`config.mk`:
```
export PLATFORM = sky130hd
export DESIGN_NAME = adc_seq_ctrl
export DESIGN_NICKNAME = d
export VERILOG_FILES = /design/src/adc_seq_pkg.sv /design/src/adc_clk_div.sv /design/src/adc_seq_ctrl.sv
export SDC_FILE = /design/constraint.sdc
export NUM_CORES = 1
export LEC_CHECK = 0
export BUFFER_PORTS_ARGS = -buffer_cell sky130_fd_sc_hd__buf_2
export CAP_MARGIN = 20
export CELL_PAD_IN_SITES_DETAIL_PLACEMENT = 0
export CELL_PAD_IN_SITES_GLOBAL_PLACEMENT = 1
export CORE_ASPECT_RATIO = 1.5
export CORE_MARGIN = 1.5
export CORE_UTILIZATION = 30
export DETAILED_ROUTE_END_ITERATION = 8
export PLACE_DENSITY = 0.61
export SLEW_MARGIN = 15
export SYNTH_ARGS = -nofsm -noshare
export SYNTH_HDL_FRONTEND = slang
export SYNTH_HIERARCHICAL = 1
export SYNTH_SLANG_ARGS = --single-unit
```
`constraint.sdc`:
```
create_clock -name clk -period 2.6 [get_ports clk]
set_clock_uncertainty 0.1 [all_clocks]
set_input_delay 0.13 -clock clk [delete_from_list [all_inputs] [get_ports clk]]
set_output_delay 0.13 -clock clk [all_outputs]
set_load 0.02 [all_outputs]
```
`src/adc_seq_pkg.sv`:
```
package adc_seq_pkg;

  // Register indices on the plain register port
  localparam logic [4:0] REG_CON1 = 5'h00;
  localparam logic [4:0] REG_CON2 = 5'h01;
  localparam logic [4:0] REG_CON3 = 5'h02;
  localparam logic [4:0] REG_CHSEL = 5'h03;
  localparam logic [4:0] REG_PCFGL = 5'h04;
  localparam logic [4:0] REG_PCFGH = 5'h05;
  localparam logic [4:0] REG_IRQ_STAT = 5'h06;
  localparam logic [4:0] REG_IRQ_MASK = 5'h07;
  localparam logic [4:0] REG_BUF0 = 5'h10;

  // Field positions
  localparam int ON_BIT = 15;
  localparam int IDLE_BIT = 13;
  localparam int AUTO_SAMPLE_START_BIT = 2;
  localparam int SAMPLE_ACTIVE_BIT = 1;
  localparam int DONE_BIT = 0;
  localparam int BUFFER_HALF_STATUS_BIT = 7;
  localparam int SPLIT_BUFFER_MODE_BIT = 1;

  // Writable masks of the control registers
  localparam logic [15:0] CON1_WMASK = 16'hA3E6;
  localparam logic [15:0] CON2_WMASK = 16'hE43F;
  localparam logic [15:0] CON3_WMASK = 16'hDFFF;
  localparam logic [15:0] RESET_VAL = 16'h0000;

  // Trigger sources
  localparam logic [2:0] TRIG_MANUAL = 3'h0;
  localparam logic [2:0] TRIG_PIN = 3'h1;
  localparam logic [2:0] TRIG_AUTO = 3'h7;

  localparam int RES_BITS = 10;
  localparam int CONV_TAD = 12;

  // Result formats
  localparam logic [1:0] FMT_INT = 2'h0;
  localparam logic [1:0] FMT_SINT = 2'h1;
  localparam logic [1:0] FMT_FRAC = 2'h2;
  localparam logic [1:0] FMT_SFRAC = 2'h3;

  // Interrupt status bits
  localparam int IRQ_DONE = 0;
  localparam int IRQ_BATCH = 1;

  typedef struct packed {
    logic [4:0] addr;
    logic [15:0] wdata;
    logic wr;
    logic rd;
  } reg_req_t;

  typedef enum logic [3:0] {
    ST_IDLE = 4'b0001,
    ST_SAMPLE = 4'b0010,
    ST_CONVERT = 4'b0100,
    ST_STORE = 4'b1000
  } seq_state_t;

endpackage : adc_seq_pkg

```
`src/adc_clk_div.sv`:
```
`timescale 1ns/1ps
// Conversion clock tick generator from the system clock
module adc_clk_div
  import adc_seq_pkg::*;
(
  input wire logic clk, // System clock
  input wire logic arst_n, // Async reset, low
  input wire logic run, // Divider runs while high
  input wire logic [7:0] div_sel, // Period is div_sel+1 clocks
  output logic tick // One-cycle pulse per conversion clock
);

  typedef struct packed {
    logic [7:0] cnt;
    logic tick;
  } div_state_t;

  div_state_t s_q, s_d;

  // Count down and pulse on wrap
  always_comb begin
    s_d = s_q;
    s_d.tick = 1'b0;
    if (!run) begin
      s_d.cnt = div_sel;
    end else if (s_q.cnt == 8'h00) begin
      s_d.cnt = div_sel;
      s_d.tick = 1'b1;
    end else begin
      s_d.cnt = s_q.cnt - 8'h01;
    end
  end

  always_ff @(posedge clk or negedge arst_n) begin
    if (!arst_n) begin
      s_q <= '0;
    end else begin
      s_q <= s_d;
    end
  end

  assign tick = s_q.tick;

endmodule : adc_clk_div

```
`src/adc_seq_ctrl.sv`:
```
`timescale 1ns/1ps
////////////////////////////////////////////////////////////////////////////////
// Converter control and sequencer: registers, sequence, result buffer
module adc_seq_ctrl
  import adc_seq_pkg::*;
#(
  parameter int NUM_CH = 13, // Analog inputs
  parameter int BUF_WORDS = 16 // Result buffer depth
) (
  input wire logic clk, // System clock
  input wire logic arst_n, // Async reset, low
  input wire logic [4:0] reg_addr, // Register index
  input wire logic [15:0] reg_wdata, // Write data
  input wire logic reg_wr, // Write strobe
  input wire logic reg_rd, // Read strobe
  output logic [15:0] reg_rdata, // Read data, cycle after strobe
  input wire logic trig_pin, // External trigger pin, async
  input wire logic cpu_idle, // Processor idle request
  input wire logic [9:0] conv_code, // Code from the analog comparator path
  output logic [3:0] ch_sel, // Selected analog channel
  output logic sample_en, // Sample/hold amplifier sampling
  output logic conv_start, // Pulse: conversion starts
  output logic [2:0] vref_sel, // Reference source select
  output logic [15:0] pin_analog, // Pin analog marks
  output logic [1:0] bandgap_sel, // Band gap reference inputs
  output logic irq // Level interrupt
);

  ////////////////////////////////////////////////////////////////////////////
  // State

  typedef struct packed {
    logic [15:0] con1;
    logic [15:0] con2;
    logic [15:0] con3;
    logic [3:0] chsel;
    logic [15:0] pcfgl;
    logic [1:0] pcfgh;
    logic [1:0] istat;
    logic [1:0] imask;
    seq_state_t st;
    logic [4:0] cnt;
    logic [3:0] widx;
    logic [3:0] nconv;
    logic [2:0] trig_sync;
    logic trig_lvl;
    logic conv_start;
    logic [15:0] rdata;
  } state_t;

  state_t s_q, s_d;
  logic [15:0] buf_q [BUF_WORDS];
  logic tad_tick;
  logic trig_event;
  logic wr_buf;
  logic [15:0] buf_word;
  logic on;
  logic halted;
  logic [1:0] irq_set; // Status bits set by hardware this cycle

  ////////////////////////////////////////////////////////////////////////////
  // Helpers

  // Arrange a 10-bit code in the chosen format
  function automatic logic [15:0] fmt_word(input logic [1:0] fmt, input logic [9:0] c);
    logic [9:0] sc;
    sc = {~c[9], c[8:0]};
    case (fmt)
      FMT_INT: fmt_word = {6'h00, c};
      FMT_SINT: fmt_word = {{6{sc[9]}}, sc};
      FMT_FRAC: fmt_word = {c, 6'h00};
      FMT_SFRAC: fmt_word = {sc, 6'h00};
      default: fmt_word = 16'h0000;
    endcase
  endfunction : fmt_word

  // Mask a write into writable bits
  function automatic logic [15:0] wmerge(input logic [15:0] old, input logic [15:0] nw,
                                         input logic [15:0] m);
    wmerge = (old & ~m) | (nw & m);
  endfunction : wmerge

  ////////////////////////////////////////////////////////////////////////////
  // Conversion clock

  assign on = s_q.con1[ON_BIT];
  // Idle halt only stops new sequences, keeps registers
  assign halted = s_q.con1[IDLE_BIT] & cpu_idle;

  adc_clk_div u_div (
    .clk(clk),
    .arst_n(arst_n),
    .run(on),
    .div_sel(s_q.con3[7:0]),
    .tick(tad_tick)
  );

  // Trigger pin edge once the last two stages agree
  assign trig_event = (s_q.trig_sync[2] == s_q.trig_sync[1]) && s_q.trig_sync[1] &&
                      !s_q.trig_lvl;

  ////////////////////////////////////////////////////////////////////////////
  // Next state

  always_comb begin
    s_d = s_q;
    wr_buf = 1'b0;
    irq_set = 2'b00;
    buf_word = fmt_word(s_q.con1[9:8], conv_code);
    s_d.conv_start = 1'b0;
    s_d.trig_sync = {s_q.trig_sync[1:0], trig_pin};
    if (s_q.trig_sync[2] == s_q.trig_sync[1]) begin
      s_d.trig_lvl = s_q.trig_sync[1];
    end
    s_d.rdata = 16'h0000;

    // Sequencer
    case (s_q.st)
      ST_IDLE: begin
        if (on && !halted && (s_q.con1[AUTO_SAMPLE_START_BIT] || s_q.con1[SAMPLE_ACTIVE_BIT])) begin
          s_d.st = ST_SAMPLE;
          s_d.con1[SAMPLE_ACTIVE_BIT] = 1'b1;
          s_d.cnt = 5'h00;
        end
      end
      ST_SAMPLE: begin
        // Trigger choice with sample time
        case (s_q.con1[7:5])
          TRIG_MANUAL: begin
            if (!s_q.con1[SAMPLE_ACTIVE_BIT]) begin
              s_d.st = ST_CONVERT;
            end
          end
          TRIG_PIN: begin
            if (trig_event) begin
              s_d.st = ST_CONVERT;
            end
          end
          TRIG_AUTO: begin
            if (tad_tick) begin
              s_d.cnt = s_q.cnt + 5'h01;
              if (s_q.cnt >= s_q.con3[12:8]) begin
                s_d.st = ST_CONVERT;
              end
            end
          end
          default: begin
            // Unimplemented sources: held until sample bit clears
            if (!s_q.con1[SAMPLE_ACTIVE_BIT]) begin
              s_d.st = ST_CONVERT;
            end
          end
        endcase
        if (s_d.st == ST_CONVERT) begin
          s_d.con1[SAMPLE_ACTIVE_BIT] = 1'b0;
          s_d.con1[DONE_BIT] = 1'b0;
          s_d.conv_start = 1'b1;
          s_d.cnt = 5'h00;
        end
      end
      ST_CONVERT: begin
        if (tad_tick) begin
          s_d.cnt = s_q.cnt + 5'h01;
          if (s_q.cnt == 5'(CONV_TAD - 1)) begin
            s_d.st = ST_STORE;
          end
        end
      end
      ST_STORE: begin
        wr_buf = 1'b1;
        s_d.con1[DONE_BIT] = 1'b1;
        s_d.istat[IRQ_DONE] = 1'b1;
        irq_set[IRQ_DONE] = 1'b1;
        s_d.widx = s_q.widx + 4'h1;
        s_d.nconv = s_q.nconv + 4'h1;
        if (s_q.nconv == s_q.con2[5:2]) begin
          // Batch of conversions complete
          s_d.istat[IRQ_BATCH] = 1'b1;
          irq_set[IRQ_BATCH] = 1'b1;
          s_d.nconv = 4'h0;
          if (s_q.con2[SPLIT_BUFFER_MODE_BIT]) begin
            s_d.con2[BUFFER_HALF_STATUS_BIT] = ~s_q.con2[BUFFER_HALF_STATUS_BIT];
            s_d.widx = s_q.con2[BUFFER_HALF_STATUS_BIT] ? 4'h0 : 4'h8;
          end else begin
            s_d.widx = 4'h0;
          end
        end
        s_d.st = ST_IDLE;
      end
      default: s_d.st = ST_IDLE;
    endcase

    // Register writes; hardware sets beat software clears for the done bit and the interrupt status bits only
    if (reg_wr) begin
      case (reg_addr)
        REG_CON1: begin
          s_d.con1 = wmerge(s_d.con1, reg_wdata, CON1_WMASK);
          if (!reg_wdata[DONE_BIT] && !(s_q.st == ST_STORE)) begin
            s_d.con1[DONE_BIT] = 1'b0;
          end
        end
        REG_CON2: s_d.con2 = wmerge(s_q.con2, reg_wdata, CON2_WMASK);
        REG_CON3: s_d.con3 = wmerge(s_q.con3, reg_wdata, CON3_WMASK);
        REG_CHSEL: begin
          if (reg_wdata[3:0] < 4'(NUM_CH)) begin
            s_d.chsel = reg_wdata[3:0];
          end
        end
        REG_PCFGL: s_d.pcfgl = reg_wdata;
        REG_PCFGH: s_d.pcfgh = reg_wdata[1:0];
        // Write one clears; a set in the same cycle wins
        REG_IRQ_STAT: s_d.istat = (s_q.istat & ~reg_wdata[1:0]) | irq_set;
        REG_IRQ_MASK: s_d.imask = reg_wdata[1:0];
        default: ;
      endcase
    end

    // Turning off aborts sequencing and resets buffer pointers
    if (!s_d.con1[ON_BIT]) begin
      s_d.st = ST_IDLE;
      s_d.con1[SAMPLE_ACTIVE_BIT] = 1'b0;
      s_d.conv_start = 1'b0; // No start pulse escapes a switch-off
      s_d.widx = 4'h0;
      s_d.nconv = 4'h0;
      s_d.con2[BUFFER_HALF_STATUS_BIT] = 1'b0;
    end

    // Read mux
    if (reg_rd) begin
      case (reg_addr)
        REG_CON1: s_d.rdata = s_q.con1;
        REG_CON2: s_d.rdata = s_q.con2;
        REG_CON3: s_d.rdata = s_q.con3;
        REG_CHSEL: s_d.rdata = {12'h000, s_q.chsel};
        REG_PCFGL: s_d.rdata = s_q.pcfgl;
        REG_PCFGH: s_d.rdata = {14'h0000, s_q.pcfgh};
        REG_IRQ_STAT: s_d.rdata = {14'h0000, s_q.istat};
        REG_IRQ_MASK: s_d.rdata = {14'h0000, s_q.imask};
        default: begin
          if (reg_addr[4]) begin
            s_d.rdata = buf_q[reg_addr[3:0]];
          end
        end
      endcase
    end
  end

  ////////////////////////////////////////////////////////////////////////////
  // Registers

  always_ff @(posedge clk or negedge arst_n) begin
    if (!arst_n) begin
      s_q <= '0;
      s_q.st <= ST_IDLE;
    end else begin
      s_q <= s_d;
    end
  end

  // Result buffer; cleared while off so nothing survives a disable
  always_ff @(posedge clk or negedge arst_n) begin
    if (!arst_n) begin
      for (int i = 0; i < BUF_WORDS; i++) begin
        buf_q[i] <= 16'h0000;
      end
    end else if (!on) begin
      for (int i = 0; i < BUF_WORDS; i++) begin
        buf_q[i] <= 16'h0000;
      end
    end else if (wr_buf) begin
      buf_q[s_q.widx] <= buf_word;
    end
  end

  ////////////////////////////////////////////////////////////////////////////
  // Outputs

  assign reg_rdata = s_q.rdata;
  assign ch_sel = s_q.chsel;
  assign sample_en = s_q.st == ST_SAMPLE;
  assign conv_start = s_q.conv_start;
  assign vref_sel = s_q.con2[15:13];
  assign pin_analog = s_q.pcfgl;
  assign bandgap_sel = s_q.pcfgh;
  // Level interrupt from unmasked sticky bits
  assign irq = |(s_q.istat & s_q.imask);

endmodule : adc_seq_ctrl

```
After elaboration in Yosys (flattened, before gate mapping)
Cells that the tools add are included.
- bits in registers: 377
- input bits: 37
- output and inout port bits: 44
- logic and storage cells: 174
- $add $sub $neg: 4
- magnitude comparators: 5
- equal/unequal tests: 29
- mux-type cells: 63
- bitwise gates (word level): 12
- reduce and logical (&&, ||, !) cells: 25
- operators by type and width (kind ; number):
    2-to-1 mux 256 bit ; 2
    bitwise mux 256 bit ; 1
    2-to-1 mux 16 bit ; 9
    case mux 16 bit (8 select lines) ; 1
    2-to-1 mux 74 bit ; 1
    binary-select mux 16 bit (select 4 bit) ; 1
    demux 16 bit (select 4 bit) ; 1
    case mux 16 bit (4 select lines) ; 1
    2-to-1 mux 4 bit ; 10
    2-to-1 mux 8 bit ; 5
    2-to-1 mux 9 bit ; 3
    == test 5 x 3 -> 1 bit, second input constant ; 4
    OR 13 x 16 -> 16 bit ; 1
    OR 14 x 16 -> 16 bit ; 1
    OR 15 x 16 -> 16 bit ; 1
    2-to-1 mux 1 bit ; 15
    case mux 5 bit (3 select lines) ; 1
    2-to-1 mux 2 bit ; 6
    case mux 4 bit (3 select lines) ; 1
    AND reduction 2 bit ; 6
    == test 5 x 2 -> 1 bit, second input constant ; 2
    greater-or-equal comparator 5 bit, second input constant ; 2
    2-to-1 mux 5 bit ; 2
    inverter 4 -> 5 bit ; 2
    other kinds (40) ; 59

Depth between registers and ports, before layout
- depth in word-level cells: 15
- gate-level depth with buffers: 10
- depth with buffers taken out: 8

Cells and area by module
Netlist, hierarchy kept.
- modules (own cells, without submodules) (module ; instances ; cells each ; area an instance (sq um) ; sequential area each (sq um)):
    adc_seq_ctrl ; 1 ; 1503 ; 16534.6 ; 8909.8
    adc_clk_div ; 1 ; 49 ; 496.7 ; 225.2

Worst setup path after synthesis
OpenSTA, ideal clock, no wires.
- path type: reg2reg
- from: register s_q[31] (netlist name)
- to: register s_q[31] (netlist name)
- setup time: 116 ps
- arrival time: 1817 ps
- data required time: 2384 ps
- setup slack: 567 ps
- stages on the path, launching flop included: 8
- path buffers: 0
- period minus slack after synthesis: 2033 ps
- cells stage by stage: dfrtp_1 ha_1 a21o_1 a31oi_1 o21ai_0 a211oi_1 o21ai_0 o311ai_0
- word-level cells in the longest chain between the ends: 8
- elaborated cells between the ends (all ways): 14
- classes of those cells: add/sub: 1; order compare: 1; eq/ne: 3; mux: 8; reduce/logical: 1
- ends and longest elaborated chain (item ; RTL line ; text):
    start: declaration ; adc_seq_ctrl.sv:51 ; state_t s_q, s_d;
    greater-or-equal comparator 5 bit ; adc_seq_ctrl.sv:142 ; if (s_q.cnt >= s_q.con3[12:8]) begin
    2-to-1 mux 4 bit ; adc_seq_ctrl.sv:142 ;
    2-to-1 mux 9 bit ; adc_seq_ctrl.sv:140 ; if (tad_tick) begin
    case mux 4 bit (2 select lines) ; adc_seq_ctrl.sv:128 ; case (s_q.con1[7:5])
    2-to-1 mux 4 bit ; adc_seq_ctrl.sv:118 ; case (s_q.st)
    == test 4 x 3 -> 1 bit ; adc_seq_ctrl.sv:154 ; if (s_d.st == ST_CONVERT) begin
    inequality test 3 x 1 -> 1 bit (no source line) / 2-to-1 mux 5 bit (equally long branches) ; n/a ;
    AND reduction 5 bit (no source line) / case mux 5 bit (3 select lines) (equally long branches) ; n/a ;
Parallel ways exist; a longest one is shown, timed or not. The select of a mux whose other input is x is not followed.
A chain may end at the register's enable or synchronous reset.

Worst setup path after layout
Same ends and word-level chain as after synthesis.

==> results.yml <==
yosys:
  netlist_area_um2: 17000
  synth_seq_cells: 365
  synth_cell_types: 67
  yosys_warnings: 6
  synth_fp_nets: 1604
  async_reset_ff_share_pct: 100
  synth_edf_count: 0
  syn_area_per_cell_um2: 11.0
  ys_seq_area_share_pct: 53.6
  postSynthCellCount: 1552
  synth-main-ff-cell: "dfrtp_1"
grt:
  grt_pass1_wl_um: 82700
  overflow: 0
  antenna_found_initial: 0
  gr-usage-all-layers_pct: 19.0
  grt_pass1_vias: 13000
  grt_start_max_net_pins: 114
die:
  die_width_um: 198
  start_util_pct: 30.4
  row_count: 106
  coreArea_um2: 56000
  die_height_um: 295
  die_area_um2: 58200
  io_pins: 81
finish:
  final_common_cell: "dfrtp_1"
  diodes: 0
  fillCellCount: 5660
  regArea_um2: 9140
  multi_input_area_um2: 7020
  layout-drive-gt1-share_pct: 22.1
  syn_to_final_growth_pct: 15.8
  final_cell_mix: "364 x dfrtp_1, 332 x nand2_1, 277 x o21ai_0, 78 x buf_2, 74 x buf_4"
  final_nets: 1685
clock_tree:
  clk_latency_ns: 0.53
  cts_num_sinks: 365
  cts_tree: "done"
  cts_setup_buffers: 0
  cts.reportedPaths.clkPinSlew_ns: 0.07
  cts-root-buf: "clkbuf_16"
  cts_htree_levels: 2
  numCtsBuffers: 36
  cts_buffer_depth: 3
worst_setup_path:
  crit_fanout: 7
  worstPathRequired_ns: 2.92
  cp_num_buf_inv: 0
  crit_slowest_cell: "dfrtp_1"
  worst_setup_path_start_kind: "flip-flop"
  cpLargestDelayFamily: "compound AO/OA/AOI/OAI gates"
  cpPeakStageDelay_ns: 0.47
  crit_path_end_kind: "flip-flop"
  criticalPathCategory: "flip-flop to flip-flop"
  cp_common_cell: "o21ai_0"
  cp_data_arrival_time_ns: 2.61
  cp_cell_sequence: "ha_1, a21o_1, a31oi_1, o21ai_0, a211oi_1, o21ai_0, o311ai_0"
drt:
  num_vias: 12300
  drt_wl_total_um: 54100
  drc_errors: 0
  wl_per_cell_um: 22.4
  drtIter0Drc: 689
  viasPerCell: 5.09
  firstDrtPassIters: 5
  ant_nets: 0
power_and_ir_drop:
  ir_drop_mv: 0.352
  cellLeakagePower_uw: 0.00866
  powerDensity_nw_per_um2: 712
  power_uw: 14000
run:
  cap_violations: 0
place:
  gp_congestion: 0.842
  hpwl_um: 37800
  port_buffers: 80
sta:
  setup_viol: 0
  fmax_mhz: 436
  min_period_ns: 2.29
  rsz0062_at_grt: "false"
  worst_pin_slew_ns: 0.750
  fin_setup_tns_ns: 0
  maxSlewHeadroom_pct: 50.0
  drv_slew: 0
  min_period_over_period_pct: 88.1
  hold_violations: 0
outcome:
  status: "complete, no violations"
min_path:
  min_path_type: "input pin to flip-flop"
==> registers in the layout (all words and copies together) (netlist names), 2 cells and up <==
name / cells
s_q: 55
reg_rdata: 16
pin_analog: 16
vref_sel: 3
bandgap_sel: 2
s_d: 2
ch_sel: 4
u_div/s_q: 8
buf_q: 256
==> worst paths after layout <==
path,start,endpoint,slack (ns),cells after the start
worst max-delay path,s_q[31]$_DFFE_PN0P_,s_q[31]$_DFFE_PN0P_,0.31,7
worst min-delay path,conv_code[8],buf_q[168]$_DFFE_PN0P_,0.02,4
worst max register to register,s_q[31]$_DFFE_PN0P_,s_q[31]$_DFFE_PN0P_,0.31,7
worst min register to register,s_d[19]$_DFF_PN0_,s_d[20]$_DFF_PN0_,0.29,0
max in group asynchronous,arst_n,buf_q[132]$_DFFE_PN0P_,1.62,3
min in group asynchronous,arst_n,s_q[17]$_DFFE_PN0N_,0.13,3
==> synthesized netlist by cell type (all sizes together) (2+ instances only) <==
| cell type | number | share of area (%) |
|---|---|---|
| nand2b | 11 | 0.40 |
| mux4 | 69 | 9.3 |
| nor4 | 2 | 0.16 |
| mux2i | 17 | 1.1 |
| buf | 84 | 3.5 |
| mux2 | 69 | 4.6 |
| inv | 19 | 0.42 |
| a21oi | 40 | 1.2 |
| clkbuf | 56 | 1.2 |
| nor2b | 10 | 0.37 |
| o2bb2ai | 2 | 0.10 |
| a21o | 5 | 0.22 |
| and2 | 5 | 0.18 |
| o211ai | 5 | 0.22 |
| nand3b | 4 | 0.18 |
| o21ai | 286 | 8.4 |
| a21boi | 7 | 0.31 |
| a211oi | 2 | 0.088 |
| a31oi | 7 | 0.26 |
| xnor2 | 3 | 0.15 |
| o31a | 4 | 0.21 |
| ha | 15 | 1.1 |
| xor2 | 9 | 0.46 |
| a221oi | 11 | 0.60 |
| and3 | 3 | 0.11 |
| o21a | 12 | 0.53 |
| nor2 | 34 | 0.79 |
| a311oi | 3 | 0.15 |
| nand2 | 333 | 7.4 |
| or2 | 4 | 0.15 |
| dfrtp | 364 | 53 |
| nand3 | 8 | 0.24 |
| nor3 | 10 | 0.42 |
| nor3b | 3 | 0.13 |
| a22oi | 20 | 0.88 |
==> layer usage <==
layer,up-vias,GRT usage (%),part of all wire (%)
met4,0,9.91,5.5
met5,-,0,0
met3,115,1.64,3.4
met2,311,35.7,54
met1,6269,21.1,37
li1,5591,-,-
==> what timing repair did <==
action | CTS | global route
hold buffers | 22 | 0
gates resized for setup | 0 | 0
hold endpoints to repair | 429 | 0
==> report_power, final <==
part           internal [uW]  leakage [uW]  switching (uW)
Combinational            778       0.00306            1490
Clock                   3190      0.000597            2290
Sequential              5950       0.00500             353
Total                   9910       0.00866            4130
==> cell families after synthesis <==
group	count (synthesis)	share of synthesized area, %
xor+xnor	12	0.617
flops	365	53.6
buf+inv	159	5.16
mux	155	14.9
fa+ha+maj	15	1.10
compound gates	413	13.7
simple gates	433	10.9
==> stage by stage <==
step	hold WS [ns]	utilization, %	cells	cell area (um2)	setup slack, ns
floorplan	-0.266	-	1552	17000	0.567
global placement	-0.100	32.7	2329	18300	0.233
detailed placement	-0.0957	32.7	2329	18300	0.204
CTS	0.00545	35.3	2414	19700	0.281
global route	0.0327	35.2	2414	19700	0.0609
finish	0.0213	35.2	2414	19700	0.309
==> worst min-delay path: stages <==
cell and delay (ns):
buf_2 0.09, mux2i_1 0.06, buf_4 0.19, o21ai_0 0.14
==> final cells by class <==
type / instances / share of cell area, %
clock buffer: 50 / 5.24
clock inverter: 13 / 0.882
inverter: 19 / 0.361
multi-input combinational: 1028 / 35.6
sequential: 365 / 46.3
tap: 756 / 4.79
timing repair buffer: 183 / 6.85
Power figures use the tool's default switching activity.
